### config.mk
export PLATFORM = sky130hd
export DESIGN_NAME = logic_equations
export DESIGN_NICKNAME = d
export VERILOG_FILES = /design/src/logic_eq_pkg.sv /design/src/equation_eval.sv /design/src/logic_equations.sv
export SDC_FILE = /design/constraint.sdc
export NUM_CORES = 2
export LEC_CHECK = 0
export ABC_AREA = 1
export BUFFER_PORTS_ARGS = -buffer_cell sky130_fd_sc_hd__buf_2
export CORE_UTILIZATION = 40
export DETAILED_ROUTE_END_ITERATION = 7
export SLEW_MARGIN = 10
export SYNTH_ARGS = -nofsm -noshare
export SYNTH_HDL_FRONTEND = slang
export SYNTH_HIERARCHICAL = 1
export SYNTH_SLANG_ARGS = --single-unit
### constraint.sdc
create_clock -name clock -period 12.5 [get_ports clock]
set_input_delay 3.125 -clock clock [delete_from_list [all_inputs] [get_ports clock]]
set_output_delay 3.125 -clock clock [all_outputs]
set_load 0.005 [all_outputs]
### src/logic_eq_pkg.sv
// shared constants and types of the programmable logic equation bank
package logic_eq_pkg;

   // ----------------------------------------------------------------
   // register map (word addresses)
   // ----------------------------------------------------------------
   localparam int ADDR_W = 8;
   localparam logic [ADDR_W-1:0] CTRL_ADDR = 8'h00;
   localparam logic [ADDR_W-1:0] SWEEP_ADDR = 8'h01;
   localparam logic [ADDR_W-1:0] EQ_BASE_ADDR = 8'h10;
   localparam int EQ_STRIDE_SH = 2;
   localparam logic [1:0] EQ_SEL_WORD = 2'h0;
   localparam logic [1:0] EQ_RST_WORD = 2'h1;
   localparam logic [1:0] EQ_DLY_WORD = 2'h2;
   localparam logic [1:0] EQ_STAT_WORD = 2'h3;

   // ----------------------------------------------------------------
   // field layout
   // ----------------------------------------------------------------
   localparam int DATA_W = 32;
   localparam int N_IN = 4;
   localparam int SEL_W = 6;
   localparam int INV_LSB = 24;
   localparam int GATE_LSB = 28;
   localparam int GATE_W = 2;
   localparam int RST_INV_BIT = 8;
   localparam int OFF_DLY_LSB = 16;
   localparam int STAT_RES_BIT = 4;
   localparam int STAT_LAT_BIT = 5;
   localparam int STAT_LATN_BIT = 6;
   localparam int STAT_BUSY_BIT = 7;
   localparam int CTRL_RUN_BIT = 0;
   localparam logic [DATA_W-1:0] SEL_MASK = 32'h3FFFFFFF;
   localparam logic [DATA_W-1:0] RST_MASK = 32'h0000013F;
   localparam int SWEEP_W = 16;

   // ----------------------------------------------------------------
   // reset values
   // ----------------------------------------------------------------
   localparam logic RUN_RST = 1'b1;
   localparam logic [DATA_W-1:0] SEL_RST = 32'h00000000;

   // ----------------------------------------------------------------
   // selectable signal groups
   // ----------------------------------------------------------------
   localparam int PICKUP_W = 8;
   localparam int PSTATE_W = 8;
   localparam int BREAKER_W = 4;
   localparam int ALARM_W = 4;
   localparam int MODIN_W = 8;
   localparam int N_EXT = PICKUP_W + PSTATE_W + BREAKER_W + ALARM_W + MODIN_W;

   typedef enum logic [GATE_W-1:0] {
      GATE_AND = 2'h0,
      GATE_OR = 2'h1,
      GATE_NAND = 2'h2,
      GATE_NOR = 2'h3
   } gate_t;

   typedef enum logic {
      ST_IDLE = 1'b0,
      ST_SWEEP = 1'b1
   } sweep_st_t;

endpackage : logic_eq_pkg

### src/equation_eval.sv
// one equation step: input conditioning, gate, on/off timer, reset-dominant latch
`timescale 1ns/1ns
module equation_eval #(
   parameter int CNT_W = 16
) (
   // selected raw signals
   input wire logic [logic_eq_pkg::N_IN-1:0] raw_in,
   input wire logic [logic_eq_pkg::N_IN-1:0] inv,
   input wire logic_eq_pkg::gate_t gate,
   input wire logic rst_raw,
   input wire logic rst_inv,
   // timer settings and state
   input wire logic [CNT_W-1:0] assert_delay_time,
   input wire logic [CNT_W-1:0] release_delay_time,
   input wire logic [CNT_W-1:0] cnt,
   input wire logic res,
   input wire logic lat,
   // next state
   output logic [logic_eq_pkg::N_IN-1:0] cond,
   output logic [CNT_W-1:0] cnt_d,
   output logic res_d,
   output logic lat_d
);

   logic g;
   logic rst;
   logic [CNT_W-1:0] lim;
   logic [CNT_W:0] nxt;

   always_comb begin
      cond = raw_in ^ inv;
      unique case (gate)
         logic_eq_pkg::GATE_AND: g = &cond;
         logic_eq_pkg::GATE_OR: g = |cond;
         logic_eq_pkg::GATE_NAND: g = ~&cond;
         logic_eq_pkg::GATE_NOR: g = ~|cond;
      endcase
      // timer runs only while the gate differs from the held output
      lim = g ? assert_delay_time : release_delay_time;
      nxt = {1'b0, cnt} + 1'b1;
      cnt_d = '0;
      res_d = res;
      if (g != res) begin
         if (nxt >= {1'b0, lim}) begin
            res_d = g;
         end else begin
            cnt_d = nxt[CNT_W-1:0];
         end
      end
      rst = rst_raw ^ rst_inv;
      if (rst) begin
         lat_d = 1'b0;
      end else if (res_d) begin
         lat_d = 1'b1;
      end else begin
         lat_d = lat;
      end
   end

endmodule : equation_eval

### src/logic_equations.sv
// bank of programmable logic equations swept in ascending order, Avalon-MM configured
//
// Local design decisions: the placing of the registers and the Avalon-MM slave port.
`timescale 1ns/1ns
module logic_equations #(
   parameter int N_EQ = 8,
   parameter int CNT_W = 16
) (
   // clock and reset
   input wire logic clock,
   input wire logic srst,
   // Avalon-MM slave
   input wire logic [logic_eq_pkg::ADDR_W-1:0] avs_address,
   input wire logic avs_read,
   input wire logic avs_write,
   input wire logic [logic_eq_pkg::DATA_W-1:0] avs_writedata,
   output logic [logic_eq_pkg::DATA_W-1:0] avs_readdata,
   output logic avs_waitrequest,
   // selectable protection signals
   input wire logic [logic_eq_pkg::PICKUP_W-1:0] prot_pickup,
   input wire logic [logic_eq_pkg::PSTATE_W-1:0] prot_state,
   input wire logic [logic_eq_pkg::BREAKER_W-1:0] breaker_state,
   input wire logic [logic_eq_pkg::ALARM_W-1:0] system_alarm,
   input wire logic [logic_eq_pkg::MODIN_W-1:0] module_input,
   // equation outputs
   output logic [N_EQ-1:0] equation_result,
   output logic [N_EQ-1:0] latched_result,
   output logic [N_EQ-1:0] latched_result_n,
   output logic sweep_tick
);

   // ----------------------------------------------------------------
   // sizes
   // ----------------------------------------------------------------
   localparam int IDX_W = (N_EQ > 1) ? $clog2(N_EQ) : 1;
   localparam int LIST_W = logic_eq_pkg::N_EXT + 3 * N_EQ;
   localparam int LIST_N = 1 << logic_eq_pkg::SEL_W;
   localparam int SW = logic_eq_pkg::SEL_W;
   localparam int NI = logic_eq_pkg::N_IN;
   localparam int DW = logic_eq_pkg::DATA_W;
   localparam logic [IDX_W-1:0] LAST_IDX = IDX_W'(N_EQ - 1);

   typedef struct packed {
      logic run;
      logic_eq_pkg::sweep_st_t st;
      logic [IDX_W-1:0] idx;
      logic [logic_eq_pkg::N_EXT-1:0] ext;
      logic [N_EQ-1:0][DW-1:0] sel;
      logic [N_EQ-1:0][SW:0] rsel;
      logic [N_EQ-1:0][CNT_W-1:0] on_dly;
      logic [N_EQ-1:0][CNT_W-1:0] off_dly;
      logic [N_EQ-1:0][CNT_W-1:0] cnt;
      logic [N_EQ-1:0][NI-1:0] cond;
      logic [N_EQ-1:0] res;
      logic [N_EQ-1:0] lat;
      logic [N_EQ-1:0] latn;
      logic [logic_eq_pkg::SWEEP_W-1:0] sweeps;
      logic tick;
      logic wait_r;
      logic [DW-1:0] rdata;
   } state_t;

   state_t s_q;
   state_t s_d;

   // ----------------------------------------------------------------
   // helpers
   // ----------------------------------------------------------------
   function automatic logic pick(input logic [LIST_N-1:0] list, input logic [SW-1:0] sel);
      pick = list[sel];
   endfunction : pick

   function automatic logic eq_hit(input logic [logic_eq_pkg::ADDR_W-1:0] a);
      logic [logic_eq_pkg::ADDR_W-1:0] off;
      off = a - logic_eq_pkg::EQ_BASE_ADDR;
      eq_hit = (a >= logic_eq_pkg::EQ_BASE_ADDR) &&
               ((off >> logic_eq_pkg::EQ_STRIDE_SH) < N_EQ);
   endfunction : eq_hit

   function automatic logic [IDX_W-1:0] eq_of(input logic [logic_eq_pkg::ADDR_W-1:0] a);
      logic [logic_eq_pkg::ADDR_W-1:0] off;
      off = (a - logic_eq_pkg::EQ_BASE_ADDR) >> logic_eq_pkg::EQ_STRIDE_SH;
      eq_of = off[IDX_W-1:0];
   endfunction : eq_of

   // ----------------------------------------------------------------
   // signal list and current equation
   // ----------------------------------------------------------------
   logic [LIST_N-1:0] sig_list;
   logic [NI-1:0] raw_in;
   logic [DW-1:0] cur_sel;
   logic [SW:0] cur_rsel;
   logic rst_raw;
   logic [NI-1:0] cond_d;
   logic [CNT_W-1:0] cnt_d;
   logic res_d;
   logic lat_d;

   always_comb begin
      sig_list = '0;
      // results live in flops updated in index order, so a lower slot is already
      // fresh when a higher one reads it, and a higher slot still holds last sweep
      sig_list[LIST_W-1:0] = {s_q.latn, s_q.lat, s_q.res, s_q.ext};
      cur_sel = s_q.sel[s_q.idx];
      cur_rsel = s_q.rsel[s_q.idx];
      for (int i = 0; i < NI; i++) begin
         raw_in[i] = pick(sig_list, cur_sel[i*SW +: SW]);
      end
      rst_raw = pick(sig_list, cur_rsel[SW-1:0]);
   end

   equation_eval #(
      .CNT_W(CNT_W)
   ) u_eval (
      .raw_in(raw_in),
      .inv(cur_sel[logic_eq_pkg::INV_LSB +: NI]),
      .gate(logic_eq_pkg::gate_t'(cur_sel[logic_eq_pkg::GATE_LSB +: logic_eq_pkg::GATE_W])),
      .rst_raw(rst_raw),
      .rst_inv(cur_rsel[SW]),
      .assert_delay_time(s_q.on_dly[s_q.idx]),
      .release_delay_time(s_q.off_dly[s_q.idx]),
      .cnt(s_q.cnt[s_q.idx]),
      .res(s_q.res[s_q.idx]),
      .lat(s_q.lat[s_q.idx]),
      .cond(cond_d),
      .cnt_d(cnt_d),
      .res_d(res_d),
      .lat_d(lat_d)
   );

   // ----------------------------------------------------------------
   // next state
   // ----------------------------------------------------------------
   logic [IDX_W-1:0] bus_eq;
   logic bus_hit;
   logic [1:0] bus_word;
   logic [DW-1:0] rd_val;
   logic wr_now;

   always_comb begin
      s_d = s_q;
      s_d.tick = 1'b0;
      bus_eq = eq_of(avs_address);
      bus_hit = eq_hit(avs_address);
      bus_word = avs_address[logic_eq_pkg::EQ_STRIDE_SH-1:0];

      // sweep engine: one equation per clock, ascending, wraps while run is set, else goes idle after the last slot
      unique case (s_q.st)
         logic_eq_pkg::ST_IDLE: begin
            s_d.idx = '0;
            if (s_q.run) begin
               s_d.st = logic_eq_pkg::ST_SWEEP;
            end
         end
         logic_eq_pkg::ST_SWEEP: begin
            s_d.cond[s_q.idx] = cond_d;
            s_d.cnt[s_q.idx] = cnt_d;
            s_d.res[s_q.idx] = res_d;
            s_d.lat[s_q.idx] = lat_d;
            s_d.latn[s_q.idx] = ~lat_d;
            if (s_q.idx == LAST_IDX) begin
               // inputs are frozen per sweep so every slot sees one coherent picture
               s_d.ext = {module_input, system_alarm, breaker_state,
                          prot_state, prot_pickup};
               s_d.idx = '0;
               s_d.sweeps = s_q.sweeps + 1'b1;
               s_d.tick = 1'b1;
               if (!s_q.run) begin
                  s_d.st = logic_eq_pkg::ST_IDLE;
               end
            end else begin
               s_d.idx = s_q.idx + 1'b1;
            end
         end
      endcase

      // read mux
      rd_val = '0;
      if (avs_address == logic_eq_pkg::CTRL_ADDR) begin
         rd_val[logic_eq_pkg::CTRL_RUN_BIT] = s_q.run;
      end else if (avs_address == logic_eq_pkg::SWEEP_ADDR) begin
         rd_val[logic_eq_pkg::SWEEP_W-1:0] = s_q.sweeps;
      end else if (bus_hit) begin
         unique case (bus_word)
            logic_eq_pkg::EQ_SEL_WORD: rd_val = s_q.sel[bus_eq];
            logic_eq_pkg::EQ_RST_WORD: begin
               rd_val[SW-1:0] = s_q.rsel[bus_eq][SW-1:0];
               rd_val[logic_eq_pkg::RST_INV_BIT] = s_q.rsel[bus_eq][SW];
            end
            logic_eq_pkg::EQ_DLY_WORD: begin
               rd_val[CNT_W-1:0] = s_q.on_dly[bus_eq];
               rd_val[logic_eq_pkg::OFF_DLY_LSB +: CNT_W] = s_q.off_dly[bus_eq];
            end
            logic_eq_pkg::EQ_STAT_WORD: begin
               rd_val[NI-1:0] = s_q.cond[bus_eq];
               rd_val[logic_eq_pkg::STAT_RES_BIT] = s_q.res[bus_eq];
               rd_val[logic_eq_pkg::STAT_LAT_BIT] = s_q.lat[bus_eq];
               rd_val[logic_eq_pkg::STAT_LATN_BIT] = s_q.latn[bus_eq];
               rd_val[logic_eq_pkg::STAT_BUSY_BIT] = (s_q.cnt[bus_eq] != '0);
            end
         endcase
      end

      // one wait cycle, then a single answer cycle
      wr_now = avs_write && !s_q.wait_r;
      if ((avs_read || avs_write) && s_q.wait_r) begin
         s_d.wait_r = 1'b0;
         s_d.rdata = avs_read ? rd_val : '0;
      end else begin
         s_d.wait_r = 1'b1;
      end

      if (wr_now) begin
         if (avs_address == logic_eq_pkg::CTRL_ADDR) begin
            s_d.run = avs_writedata[logic_eq_pkg::CTRL_RUN_BIT];
         end else if (bus_hit) begin
            unique case (bus_word)
               logic_eq_pkg::EQ_SEL_WORD: begin
                  s_d.sel[bus_eq] = avs_writedata & logic_eq_pkg::SEL_MASK;
               end
               logic_eq_pkg::EQ_RST_WORD: begin
                  s_d.rsel[bus_eq] = {avs_writedata[logic_eq_pkg::RST_INV_BIT],
                                      avs_writedata[SW-1:0]};
               end
               logic_eq_pkg::EQ_DLY_WORD: begin
                  s_d.on_dly[bus_eq] = avs_writedata[CNT_W-1:0];
                  s_d.off_dly[bus_eq] = avs_writedata[logic_eq_pkg::OFF_DLY_LSB +: CNT_W];
               end
               logic_eq_pkg::EQ_STAT_WORD: begin
               end
            endcase
         end
      end
   end

   // ----------------------------------------------------------------
   // state register
   // ----------------------------------------------------------------
   always_ff @(posedge clock) begin
      if (srst) begin
         s_q <= '0;
         s_q.run <= logic_eq_pkg::RUN_RST;
         s_q.st <= logic_eq_pkg::ST_IDLE;
         s_q.wait_r <= 1'b1;
         for (int i = 0; i < N_EQ; i++) begin
            s_q.sel[i] <= logic_eq_pkg::SEL_RST;
            s_q.latn[i] <= 1'b1;
         end
      end else begin
         s_q <= s_d;
      end
   end

   // ----------------------------------------------------------------
   // outputs
   // ----------------------------------------------------------------
   assign equation_result = s_q.res;
   assign latched_result = s_q.lat;
   assign latched_result_n = s_q.latn;
   assign sweep_tick = s_q.tick;
   assign avs_readdata = s_q.rdata;
   assign avs_waitrequest = s_q.wait_r;

endmodule : logic_equations

==> impl_metrics.ini <==
[status]
status = completed

[critical_path]
critPathKind = flip-flop to flip-flop
crit_top_cell = nand2_1
endpoint_kind = flip-flop
arrival_ns = 8.81
worstPathMaxFanout = 80
slowest_stage = nor4_2
crit_required_ns = 13.11
critPathLaunchType = flip-flop
max_stage_delay_ns = 1.07

[sta]
timing.final.crit_share_pct = 65.6
fin_skew_ns = 0.0267
finalMaxSlewViolations = 0
max_freq_ghz = 0.122
setup_viol = 0
hold_violations = 0
worstMarginPinSlew_ns = 1.39
tns_ns = 0
grt_setup_unrepaired = false
max_slew_margin_pct = 6.32
finalCriticalPeriod_ns = 8.20

[synth]
syn_area_per_cell_um2 = 6.72
synth_warnings = 6
syn_inst = 6395
synth_top_flop_cell = dfxtp_1
seq_area_frac_synth_pct = 38.3
synth-seq-cells = 823
yosysUniqueCellTypes = 57
synth_nets = 6492
synth_edf_count = 0
async_flop_share_pct = 0
synth_area_um2 = 43000

[clocking]
cts_made_buffers = 92
cts_max_level = 3
cts_resized = 0
clock_path_buffers = 3
cts_hold_buf = 0
cts_tree = done
cts.sinks = 823
clk_pin_slew_ns = 0.06
post_cts_buffers = 0
clk_latency_ns = 0.68
cts_root_buf = clkbuf_16

[route]
viasPerCell = 5.95
ant_nets = 0
num_vias = 45400
dr.first_iter.drc_count = 6201
drc = 0
drt-total-wl_um = 185000
drt_first_pass_iters = 6
post_drt_wl_per_cell_um = 24.3

[pwr]
powerDensity_nw_per_um2 = 138
sw_frac_of_total_pct = 29.9
power.clock.fraction_pct = 43.9
pwr-share-seq_pct = 41.3
switchingPower_w = 0.00194
ir_drop_mv = 0.0913
leakagePower_nw = 18.0
p_comb_share_pct = 14.8
cell_internal_pwr_w = 0.00454

[floorplanning]
die_w_um = 330
initial_core_util_pct = 40.6
ios = 134
die-area_um2 = 109000
rows = 119
die_y_um = 330
core-area_um2 = 106000

[finish]
areaGrowthSynthToFinish_pct = 9.44
drive_gt1_share_pct = 8.07
seq_area_um2 = 16500
multi_input_area_um2 = 21500
fin_util_pct = 44.5
nets = 6247
n_fill_cell = 11000

[place]
place_congestion = 0.954
portBuffers = 133
dp_hpwl_um = 111000

[grt]
grt_max_degree = 243
first_global_vias = 40200
grt_usage_pct = 32.8
grt_overflow = 0
grt_first_pass_wirelength_um = 269000
grt_antenna_before_repair = 20

[run]
cap_violations = 0

[hold_path]
min_path_type = flip-flop to flip-flop
-- cells in the final DEF, fill, tap and decap left out, drive strengths merged, types with 6 or more instances in the layout --
master and instances:
xor2 10, or2 21, diode 11, o21ai 1067, nor3 23, xnor2 6, clkbuf 140, o2111ai 9
a221oi 18, nand4 26, inv 742, o21bai 7, a22oi 11, nand3 322, nor4 12, buf 228
a21oi 975, nor2 472, o22ai 238, clkinv 26, dfxtp 823, o41ai 27, nand2 829, ha 21
o211ai 136
-- layer usage --
| layer | track usage [%] | part of all wire (%) | vias to the layer above | wire [um] |
|---|---|---|---|---|
| met5 | 0 | 0.050 | - | 93 |
| met4 | 15.7 | 5.2 | 14 | 9690 |
| met3 | 7.42 | 11 | 575 | 20900 |
| met2 | 50.1 | 43 | 2668 | 79400 |
| met1 | 43.6 | 41 | 21100 | 75100 |
| li1 | - | - | 21100 | - |
-- cells by family (layout without fill, tap and decap cells) --
logic type | after synthesis | in the layout | synth area share, %
AND/OR/NAND/NOR | 1711 | 1711 | 16.8
XOR/XNOR | 16 | 16 | 0.387
other | 0 | 11 | 0
flip-flops | 823 | 823 | 38.3
AO/OA/AOI/OAI | 2510 | 2510 | 31.4
adder cells (fa/ha/maj) | 21 | 21 | 0.611
buffers and inverters | 1314 | 1142 | 12.5
-- cells in the mapped netlist, types with 21 or more instances --
| cell | number | share of area [%] |
|---|---|---|
| a21oi_1 | 975 | 11 |
| buf_1 | 28 | 0.24 |
| buf_2 | 115 | 1.3 |
| buf_4 | 63 | 1.1 |
| clkbuf_1 | 357 | 3.1 |
| dfxtp_1 | 823 | 38 |
| ha_1 | 21 | 0.61 |
| inv_1 | 727 | 6.3 |
| nand2_1 | 813 | 7.1 |
| nand3_1 | 319 | 3.7 |
| nand4_1 | 26 | 0.38 |
| nor2_1 | 448 | 3.9 |
| nor2_2 | 22 | 0.32 |
| o211ai_1 | 136 | 2.4 |
| o21ai_0 | 1060 | 12 |
| o22ai_1 | 238 | 3.5 |
| o41ai_1 | 27 | 0.55 |
-- per-stage QoR --
stage               total power (W)  worst slack (ns)  area (um2)  hold WS, ns  cells
floorplan                   0.00332              7.52       43000        0.420   6395
global placement            0.00364              4.98       43900        0.431   7447
detailed placement          0.00364              4.80       43900        0.437   7447
CTS                         0.00645              4.78       47000        0.448   7614
global route                0.00665              4.11       47000        0.471   7616
finish                      0.00647              4.30       47100        0.448   7625
-- power by group through the flow --
stage                     clock (W)  combinational (W)  sequential (W)
after global routing        0.00297            0.00101         0.00267
after global placement            0           0.000911         0.00273
after detailed placement          0           0.000914         0.00273
final                       0.00284           0.000956         0.00267
after floorplan                   0           0.000602         0.00272
after CTS                   0.00286           0.000917         0.00267
-- layout make-up --
cell class              instances  area share (%)
diodes                         11          0.0585
inverters                     747            5.99
repair buffers                228            2.96
multi-input cells            4258            45.6
clock buffers                 140            6.00
flip-flops and latches        823            35.0
clock inverters                27           0.667
well taps                    1391            3.70
-- flip-flops by register name, indices dropped and copies added (netlist names) --
register and flops:
equation_result 8, latched_result_n 8, s_q 765, sweep_tick 1, avs_waitrequest 1, latched_result 8, avs_readdata 32
-- worst paths after layout --
path	start	end	slack, ns	depth (start not counted)
max reg2reg	s_q[834]	s_q[110]	4.30	35
max	s_q[834]	s_q[110]	4.30	35
min	s_q[95]	s_q[95]	0.45	2
min reg2reg	s_q[95]	s_q[95]	0.45	2
-- worst max-delay path: cells and delay by family, from the launching register on --
family / cells / cell delay [ns]
fa+ha+maj: 1 / 0.30
flops: 1 / 0.54
compound gates: 5 / 0.74
buf+inv: 10 / 3.20
simple gates: 19 / 3.25
No activity file was read; power rests on OpenSTA's default activity.
